**src/common/ltm_pkg.sv**
```systemverilog
// Package for the load threshold monitor: register map, fields, timing.
// Assumes a 32-bit APB slave on a 20 MHz pclk.
package ltm_pkg;

    // ********************************************************************
    // Register map (byte addresses)
    // ********************************************************************
    localparam logic [11:0] LTM_OFS_CTRL   = 12'h000;
    localparam logic [11:0] LTM_OFS_LOWTH  = 12'h004;
    localparam logic [11:0] LTM_OFS_LOWDLY = 12'h008;
    localparam logic [11:0] LTM_OFS_HIGHTH = 12'h00C;
    localparam logic [11:0] LTM_OFS_HIGHDLY= 12'h010;
    localparam logic [11:0] LTM_OFS_SETTLE = 12'h014;
    localparam logic [11:0] LTM_OFS_STATUS = 12'h018;
    localparam logic [11:0] LTM_OFS_IRQST  = 12'h01C;
    localparam logic [11:0] LTM_OFS_IRQMSK = 12'h020;

    // ********************************************************************
    // Fields
    // ********************************************************************
    localparam int LTM_CTRL_MODE   = 0;
    localparam int LTM_CTRL_ENCFG  = 1;
    localparam int LTM_CTRL_OUTCFG = 2;
    localparam int LTM_PCT_W       = 8;
    localparam int LTM_SEC_W       = 16;
    localparam int LTM_IRQ_W       = 3;
    localparam int LTM_IRQ_RISE    = 0;
    localparam int LTM_IRQ_FALL    = 1;
    localparam int LTM_IRQ_SETTLED = 2;

    // ********************************************************************
    // Reset values: low-power mode, 0 % threshold, output assigned
    // ********************************************************************
    localparam logic [LTM_PCT_W-1:0] LTM_PCT_RST  = 8'h00;
    localparam logic [LTM_SEC_W-1:0] LTM_SEC_RST  = 16'h0000;
    localparam logic                 LTM_MODE_LOW = 1'b0;
    localparam logic                 LTM_MODE_HIGH= 1'b1;
    localparam logic                 LTM_OUTCFG_RST = 1'b1;

    // ********************************************************************
    // Timing
    // ********************************************************************
    localparam int LTM_CLK_HZ       = 20_000_000;
    localparam int LTM_SEC_PERIOD_S = 1;
    localparam int LTM_SEC_CYCLES   = LTM_CLK_HZ * LTM_SEC_PERIOD_S;
    localparam int LTM_PRE_W        = 25;

    typedef struct packed {
        logic                 mode;
        logic                 en_cfg;
        logic                 out_cfg;
        logic [LTM_PCT_W-1:0] low_th;
        logic [LTM_SEC_W-1:0] low_dly;
        logic [LTM_PCT_W-1:0] high_th;
        logic [LTM_SEC_W-1:0] high_dly;
        logic [LTM_SEC_W-1:0] settle;
    } ltm_cfg_s;

    typedef enum logic [1:0] {
        LTM_IDLE   = 2'b00,
        LTM_SETTLE = 2'b01,
        LTM_WATCH  = 2'b10
    } ltm_state_e;

endpackage

```
**src/core/ltm_sec_tick.sv**
```systemverilog
// Seconds tick generator.
// Assumes pclk at the package rate; prescale is a parameter to shorten sims.
`timescale 1ns/10ps
module ltm_sec_tick #(
    parameter int SEC_CYCLES = ltm_pkg::LTM_SEC_CYCLES
) (
    input  wire logic pclk,    // Clock
    input  wire logic presetn, // Async reset, low
    input  wire logic ce,      // Clock enable
    output logic      tick     // One-cycle pulse per second
);
    import ltm_pkg::*;

    localparam logic [LTM_PRE_W-1:0] TOP = LTM_PRE_W'(SEC_CYCLES - 1);
    logic [LTM_PRE_W-1:0] cnt_r;

    always_ff @(posedge pclk or negedge presetn) begin
        if (!presetn) begin
            cnt_r <= '0;
            tick  <= 1'b0;
        end else if (ce) begin
            tick  <= (cnt_r == TOP);
            cnt_r <= (cnt_r == TOP) ? '0 : cnt_r + 1'b1;
        end
    end
endmodule

```
**src/core/ltm_qual_timer.sv**
```systemverilog
// Qualifying timer: counts whole seconds while a condition holds.
// Assumes tick is a one-cycle pulse; restarts whenever cond drops.
`timescale 1ns/10ps
module ltm_qual_timer (
    input  wire logic                          pclk,    // Clock
    input  wire logic                          presetn, // Async reset, low
    input  wire logic                          ce,      // Clock enable
    input  wire logic                          clr,     // Synchronous restart
    input  wire logic                          cond,    // Condition holds
    input  wire logic                          tick,    // Seconds tick
    input  wire logic [ltm_pkg::LTM_SEC_W-1:0] dly,     // Delay in seconds
    output logic                               done     // Condition qualified
);
    import ltm_pkg::*;

    logic [LTM_SEC_W-1:0] cnt_r;

    always_ff @(posedge pclk or negedge presetn) begin
        if (!presetn) begin
            cnt_r <= '0;
        end else if (ce) begin
            if (clr || !cond) begin
                cnt_r <= '0;
            end else if (tick && cnt_r != dly) begin
                cnt_r <= cnt_r + 1'b1;
            end
        end
    end

    assign done = cond && !clr && (cnt_r == dly);
endmodule

```
**src/core/ltm_top.sv**
```systemverilog
// Load threshold monitor with APB register file and interrupt.
// Assumes power_pct is synchronous to pclk, in percent of rated power.
//
// Chosen here: the register offsets and the APB interface to the registers.
`timescale 1ns/10ps
module ltm_top #(
    parameter int SEC_CYCLES = ltm_pkg::LTM_SEC_CYCLES
) (
    input  wire logic                          pclk,                   // APB clock
    input  wire logic                          presetn,                // Async reset, low
    input  wire logic                          ce,                     // Clock enable
    input  wire logic                          psel,                   // APB select
    input  wire logic                          penable,                // APB enable
    input  wire logic                          pwrite,                 // APB direction
    input  wire logic [11:0]                   paddr,                  // APB address
    input  wire logic [31:0]                   pwdata,                 // APB write data
    output logic      [31:0]                   prdata,                 // APB read data
    output logic                               pready,                 // APB ready
    output logic                               pslverr,                // APB error
    input  wire logic [ltm_pkg::LTM_PCT_W-1:0] power_pct,              // Active power, %
    input  wire logic                          threshold_enable_input, // Enable contact
    output logic                               load_threshold_output,  // Digital output
    output logic                               irq                     // Interrupt level
);
    import ltm_pkg::*;

    // ********************************************************************
    // Registers
    // ********************************************************************
    ltm_cfg_s             cfg_r;
    logic [LTM_IRQ_W-1:0] irq_st_r;
    logic [LTM_IRQ_W-1:0] irq_msk_r;
    logic [LTM_SEC_W-1:0] settle_cnt_r;
    ltm_state_e           state_r;
    logic                 out_r;
    logic                 en_d_r;

    logic                 wr_en;
    logic                 rd_en;
    logic                 addr_ok;
    logic [31:0]          rd_nxt;
    logic                 tick;
    logic                 active;
    logic                 valid_th;
    logic                 below_low;
    logic                 above_high;
    logic                 set_cond;
    logic                 clr_cond;
    logic                 set_done;
    logic                 clr_done;
    logic                 run;
    logic                 en_rise;
    logic                 timer_clr;
    logic [LTM_SEC_W-1:0] set_dly;
    logic [LTM_SEC_W-1:0] clr_dly;
    logic [LTM_IRQ_W-1:0] ev;

    // ********************************************************************
    // APB decode
    // ********************************************************************
    // Zero-wait slave: every access completes in its first access cycle
    assign wr_en = psel && penable && pwrite && ce;
    assign rd_en = psel && !penable && !pwrite && ce;

    always_comb begin
        addr_ok = 1'b1;
        rd_nxt  = 32'h0000_0000;
        unique case (paddr)
            LTM_OFS_CTRL: begin
                rd_nxt[LTM_CTRL_MODE]   = cfg_r.mode;
                rd_nxt[LTM_CTRL_ENCFG]  = cfg_r.en_cfg;
                rd_nxt[LTM_CTRL_OUTCFG] = cfg_r.out_cfg;
            end
            LTM_OFS_LOWTH:   rd_nxt[LTM_PCT_W-1:0] = cfg_r.low_th;
            LTM_OFS_LOWDLY:  rd_nxt[LTM_SEC_W-1:0] = cfg_r.low_dly;
            LTM_OFS_HIGHTH:  rd_nxt[LTM_PCT_W-1:0] = cfg_r.high_th;
            LTM_OFS_HIGHDLY: rd_nxt[LTM_SEC_W-1:0] = cfg_r.high_dly;
            LTM_OFS_SETTLE:  rd_nxt[LTM_SEC_W-1:0] = cfg_r.settle;
            LTM_OFS_STATUS:  rd_nxt[3:0] = {state_r, valid_th, out_r};
            LTM_OFS_IRQST:   rd_nxt[LTM_IRQ_W-1:0] = irq_st_r;
            LTM_OFS_IRQMSK:  rd_nxt[LTM_IRQ_W-1:0] = irq_msk_r;
            default:         addr_ok = 1'b0;
        endcase
    end

    always_ff @(posedge pclk or negedge presetn) begin
        if (!presetn) begin
            prdata  <= 32'h0000_0000;
            pready  <= 1'b0;
            pslverr <= 1'b0;
        end else if (ce) begin
            pready  <= psel && !penable;
            pslverr <= psel && !penable && !addr_ok;
            if (rd_en) begin
                prdata <= rd_nxt;
            end
        end
    end

    // ********************************************************************
    // Configuration writes
    // ********************************************************************
    always_ff @(posedge pclk or negedge presetn) begin
        if (!presetn) begin
            cfg_r.mode     <= LTM_MODE_LOW;
            cfg_r.en_cfg   <= 1'b0;
            cfg_r.out_cfg  <= LTM_OUTCFG_RST;
            cfg_r.low_th   <= LTM_PCT_RST;
            cfg_r.low_dly  <= LTM_SEC_RST;
            cfg_r.high_th  <= LTM_PCT_RST;
            cfg_r.high_dly <= LTM_SEC_RST;
            cfg_r.settle   <= LTM_SEC_RST;
            irq_msk_r      <= '0;
        end else if (wr_en && pready) begin
            unique case (paddr)
                LTM_OFS_CTRL: begin
                    cfg_r.mode    <= pwdata[LTM_CTRL_MODE];
                    cfg_r.en_cfg  <= pwdata[LTM_CTRL_ENCFG];
                    cfg_r.out_cfg <= pwdata[LTM_CTRL_OUTCFG];
                end
                LTM_OFS_LOWTH:   cfg_r.low_th   <= pwdata[LTM_PCT_W-1:0];
                LTM_OFS_LOWDLY:  cfg_r.low_dly  <= pwdata[LTM_SEC_W-1:0];
                LTM_OFS_HIGHTH:  cfg_r.high_th  <= pwdata[LTM_PCT_W-1:0];
                LTM_OFS_HIGHDLY: cfg_r.high_dly <= pwdata[LTM_SEC_W-1:0];
                LTM_OFS_SETTLE:  cfg_r.settle   <= pwdata[LTM_SEC_W-1:0];
                LTM_OFS_IRQMSK:  irq_msk_r      <= pwdata[LTM_IRQ_W-1:0];
                default: ;
            endcase
        end
    end

    // ********************************************************************
    // Conditions
    // ********************************************************************
    assign valid_th = (cfg_r.low_th != '0) && (cfg_r.high_th != '0)
                    && (cfg_r.low_th < cfg_r.high_th);
    assign active  = (!cfg_r.en_cfg || threshold_enable_input);
    assign run     = active && valid_th && cfg_r.out_cfg;
    assign en_rise = cfg_r.en_cfg && threshold_enable_input && !en_d_r;

    assign below_low  = power_pct < cfg_r.low_th;
    assign above_high = power_pct > cfg_r.high_th;

    // Low mode sets on low power, high mode on high power
    assign set_cond = (cfg_r.mode == LTM_MODE_HIGH) ? above_high : below_low;
    assign clr_cond = (cfg_r.mode == LTM_MODE_HIGH) ? below_low : above_high;
    assign set_dly  = (cfg_r.mode == LTM_MODE_HIGH) ? cfg_r.high_dly : cfg_r.low_dly;
    assign clr_dly  = (cfg_r.mode == LTM_MODE_HIGH) ? cfg_r.low_dly : cfg_r.high_dly;
    assign timer_clr = (state_r != LTM_WATCH) || !run;

    ltm_sec_tick #(
        .SEC_CYCLES (SEC_CYCLES)
    ) u_tick (
        .pclk    (pclk),
        .presetn (presetn),
        .ce      (ce),
        .tick    (tick)
    );

    ltm_qual_timer u_set (
        .pclk    (pclk),
        .presetn (presetn),
        .ce      (ce),
        .clr     (timer_clr),
        .cond    (set_cond && !out_r),
        .tick    (tick),
        .dly     (set_dly),
        .done    (set_done)
    );

    ltm_qual_timer u_clr (
        .pclk    (pclk),
        .presetn (presetn),
        .ce      (ce),
        .clr     (timer_clr),
        .cond    (clr_cond && out_r),
        .tick    (tick),
        .dly     (clr_dly),
        .done    (clr_done)
    );

    // ********************************************************************
    // Sequencer and output
    // ********************************************************************
    always_ff @(posedge pclk or negedge presetn) begin
        if (!presetn) begin
            en_d_r <= 1'b0;
        end else if (ce) begin
            en_d_r <= threshold_enable_input;
        end
    end

    always_ff @(posedge pclk or negedge presetn) begin
        if (!presetn) begin
            state_r      <= LTM_IDLE;
            settle_cnt_r <= '0;
        end else if (ce) begin
            unique case (state_r)
                LTM_IDLE: begin
                    if (run) begin
                        // Settle only after an enable edge, not for a free-running start
                        state_r <= en_rise ? LTM_SETTLE : LTM_WATCH;
                        settle_cnt_r <= '0;
                    end
                end
                LTM_SETTLE: begin
                    if (!run) begin
                        state_r <= LTM_IDLE;
                    end else if (settle_cnt_r >= cfg_r.settle) begin
                        state_r <= LTM_WATCH;
                    end else if (tick) begin
                        settle_cnt_r <= settle_cnt_r + 1'b1;
                    end
                end
                LTM_WATCH: begin
                    if (!run) begin
                        state_r <= LTM_IDLE;
                    end
                end
                default: state_r <= LTM_IDLE;
            endcase
        end
    end

    always_ff @(posedge pclk or negedge presetn) begin
        if (!presetn) begin
            out_r <= 1'b0;
        end else if (ce) begin
            if (state_r != LTM_WATCH || !run) begin
                out_r <= 1'b0;
            end else if (set_done) begin
                out_r <= 1'b1;
            end else if (clr_done) begin
                out_r <= 1'b0;
            end
        end
    end

    always_ff @(posedge pclk or negedge presetn) begin
        if (!presetn) begin
            load_threshold_output <= 1'b0;
        end else if (ce) begin
            load_threshold_output <= out_r;
        end
    end

    // ********************************************************************
    // Interrupts
    // ********************************************************************
    assign ev[LTM_IRQ_RISE]    = set_done && !out_r && state_r == LTM_WATCH && run;
    assign ev[LTM_IRQ_FALL]    = out_r && (clr_done || !run || state_r != LTM_WATCH);
    assign ev[LTM_IRQ_SETTLED] = (state_r == LTM_SETTLE) && run
                               && (settle_cnt_r >= cfg_r.settle);

    always_ff @(posedge pclk or negedge presetn) begin
        if (!presetn) begin
            irq_st_r <= '0;
        end else if (ce) begin
            // New events win over a simultaneous write-one clear
            if (wr_en && pready && paddr == LTM_OFS_IRQST) begin
                irq_st_r <= (irq_st_r & ~pwdata[LTM_IRQ_W-1:0]) | ev;
            end else begin
                irq_st_r <= irq_st_r | ev;
            end
        end
    end

    always_ff @(posedge pclk or negedge presetn) begin
        if (!presetn) begin
            irq <= 1'b0;
        end else if (ce) begin
            irq <= |(irq_st_r & irq_msk_r);
        end
    end
endmodule

```
**config.mk**
```make
export PLATFORM = sky130hd
export DESIGN_NAME = ltm_top
export DESIGN_NICKNAME = d
export VERILOG_FILES = /design/src/common/ltm_pkg.sv /design/src/core/ltm_sec_tick.sv /design/src/core/ltm_qual_timer.sv /design/src/core/ltm_top.sv
export SDC_FILE = /design/constraint.sdc
export NUM_CORES = 1
export LEC_CHECK = 0
export ABC_AREA = 1
export BUFFER_PORTS_ARGS = -buffer_cell sky130_fd_sc_hd__buf_2
export CORE_MARGIN = 1.5
export CORE_UTILIZATION = 55
export DETAILED_ROUTE_END_ITERATION = 8
export PLACE_DENSITY = 0.74
export SYNTH_ARGS = -nofsm -noshare
export SYNTH_HDL_FRONTEND = slang
export SYNTH_SLANG_ARGS = --single-unit
```
**constraint.sdc**
```tcl
create_clock -name pclk -period 3.1 [get_ports pclk]
set_clock_uncertainty 0.05 [all_clocks]
set_input_delay 0 -clock pclk [delete_from_list [all_inputs] [get_ports pclk]]
set_output_delay 0 -clock pclk [all_outputs]
set_load 0.05 [all_outputs]
```
==> out/qor.txt <==
Mapped Cells -> 1591
Ys Warns -> 0
Setup crit start kind -> input port
Post-CTS Setup Bufs -> 0
CTS Buf Count -> 17
Final hold violations -> 0
Leakage -> 6.36 nW
Final ANT Viol Nets -> 0
Synthesis-stage register bit count -> 171
Hold-fix buffers at CTS -> 22
Final TNS setup -> 0 ns
Top Family by Delay on Critical Path -> buffers and inverters
Share of cells above drive strength 1 -> 7.69%
Clock root buffer -> clkbuf_16
Worst VDD drop -> 331 uV
Worst EP arrival -> 2.98 ns
Core area -> 0.0196 mm^2
Top FF cell, synth -> dfrtp_1
Final core utilization -> 63.2%
Via count -> 10617
Hold_ws -> 0.0184 ns
Fin cells -> 1944
Syn Area/Cell -> 6.97 um^2
I/O Buffers -> 62
WL per Instance -> 15.9 um
Clock sinks -> 171
Vias/cell -> 5.46
Largest net degree at the start of global routing -> 59
Row Count -> 51
Kind of critical path -> in -> reg
Min-Delay Path Class -> in -> async
Register area share after synthesis -> 38.6%
Worst skew pair latency -> 0.44 ns
Final HPWL DP -> 22800 um
Initial Util -> 56.6%
Worst-Margin Slew -> 0.966 ns
Area grow syn2layout -> 11.7%
Buffers & Inverters on Critical Path -> 7
Detailed Routing Iterations Pass 1 -> 6
Crit path capture type -> flop
1st-iter DRT viols -> 950
Slowest-stage cell, CP -> dlygate4sd3_1
First-pass GRT wire length -> 50500 um
EDFF count, synth -> 0
Gr usage total -> 30.1%
Post-cts sizing count -> 0
Ranking of synthesized cells by area -> dfrtp_1 38%, nand2_1 18%, inv_1 7.5%
Synth async-reset ratio -> 100%
Unrepaired setup endpoints after global routing -> false
Worst slew margin -> 35.4%
Status -> complete, no violations
Share of the synthesized area in the top cell type -> 38.4%
Post-synthesis cell type count -> 46
R2R Path Start -> cfg_r[38]
DRC violations left -> 0
Clock Path Buffers -> 2
Top Ports -> 95
Overall power -> 5.20 mW
Crit-path max cell delay -> 0.60 ns
R2r endpoint -> u_set.cnt_r[3]
DRT Wirelength -> 31000 um
CP Data Required Time -> 3.42 ns
Max-cap viol count -> 0
Highest Clock Rate -> 0.377 GHz
Most instantiated cells after synthesis -> 518 x nand2_1, 221 x inv_1, 170 x dfrtp_1
Max FO, Critical Path -> 18
Initial antenna violation count -> 1
Tmin final -> 2.66 ns
Die Y -> 145 um
# nets final -> 1766
H-tree levels -> 4
Final Slew Violations -> 0
CTS clk-pin slew, worst paths -> 0.07 ns
Mapped cell area -> 0.0111 mm^2
Die X -> 145 um
Tcrit/Tclk final -> 85.7%
GPL Wtd Cong -> 1.01
Final setup viols -> 0
R2R setup slack -> 0.59 ns
CTS tree -> done
PwrDens -> 420 mW/mm^2
DIE AREA -> 0.0210 mm^2
Vias in the first global route -> 9749
Worst reg-to-reg path cell count -> 13
Top-count cell post-synth -> nand2_1
Dominant cell type by area after synthesis -> dfrtp_1
Remaining Overflow, GRT -> 0
Placed insts -> 1889
CP Cell Sequence -> dlygate4sd3_1 > buf_2 > inv_2 > nor3_1 > dlygate4sd3_1 > inv_1 > nor2_1 > buf_4 > inv_1 > a21oi_1 > nand2_1 > nand2_1
==> cell type report <==
type,count,area [um^2]
Antenna cell,1,2.50
Clock buffer,17,425
Clock inverter,15,188
Fill cell,1806,7210
Inverter,223,840
Multi-Input combinational cell,1157,5680
Sequential cell,171,4280
Tap cell,265,332
Timing Repair Buffer,95,632
==> per-stage QoR <==
step	setup slack, ns	instance area, um^2
after global placement	0.701	11500
after floorplan	0.990	11100
final	0.445	12400
after global routing	0.253	12400
after CTS	0.522	12400
after detailed placement	0.635	11500
==> state kept, by name (all words and copies together), names as in the netlist, 2 cells and up <==
name,count
cfg_r,67
irq_msk_r,3
irq_st_r,3
prdata,16
settle_cnt_r,16
state_r,2
u_clr.cnt_r,16
u_set.cnt_r,16
u_tick.cnt_r,25
==> per-layer routing <==
layer,global-route usage (%),routed length (um),vias to the layer above
li1,-,-,5244
met4,9.07,769,0
met5,0,0,-
met1,42.3,14000,4932
met3,4.69,2040,54
met2,48.0,14200,387
==> where the power goes <==
part           internal (mW)  switching [mW]
logic                  0.158           0.401
clock network           1.29           0.974
registers               2.31          0.0685
total                   3.75            1.44
==> layout by cell type (no fill, tap or decap), types with 4 or more instances in the layout <==
master,n
xnor2_1,5
buf_2,61
nand3_1,106
xor2_1,34
dfrtp_1,170
nor2_4,4
nand2_2,6
nand4_1,59
inv_1,221
dlygate4sd3_1,22
nor4_1,14
a21oi_1,34
o21ai_1,9
ha_1,42
nand2_1,518
o21ai_0,94
nor2_1,122
conb_1,16
nor2_2,5
o22ai_1,15
clkbuf_16,17
o221ai_1,7
inv_6,5
nor3_1,43
buf_4,10
==> worst max-delay path by stage <==
stage	startpoint	end	slack (ns)	cells past startpoint
after floorplan	cfg_r[39]	settle_cnt_r[6]	0.99	15
after global placement	cfg_r[39]	u_set.cnt_r[9]	0.70	13
after detailed placement	cfg_r[38]	u_set.cnt_r[3]	0.64	13
after CTS	ce	prdata[0]	0.52	12
after global routing	ce	prdata[2]	0.25	12
final	ce	prdata[0]	0.44	12
==> cell families (layout without fill, tap and decap cells) <==
group / after synthesis / count (layout) / synth area share, %
AND/OR/NAND/NOR: 888 / 888 / 34.4
XOR/XNOR: 39 / 39 / 3.08
other: 1 / 17 / 0.0338
buffers and inverters: 278 / 350 / 10.6
adder cells (fa/ha/maj): 42 / 42 / 4.74
AO/OA/AOI/OAI: 172 / 172 / 8.52
flip-flops: 171 / 171 / 38.6
Power figures use the tool's default switching activity.
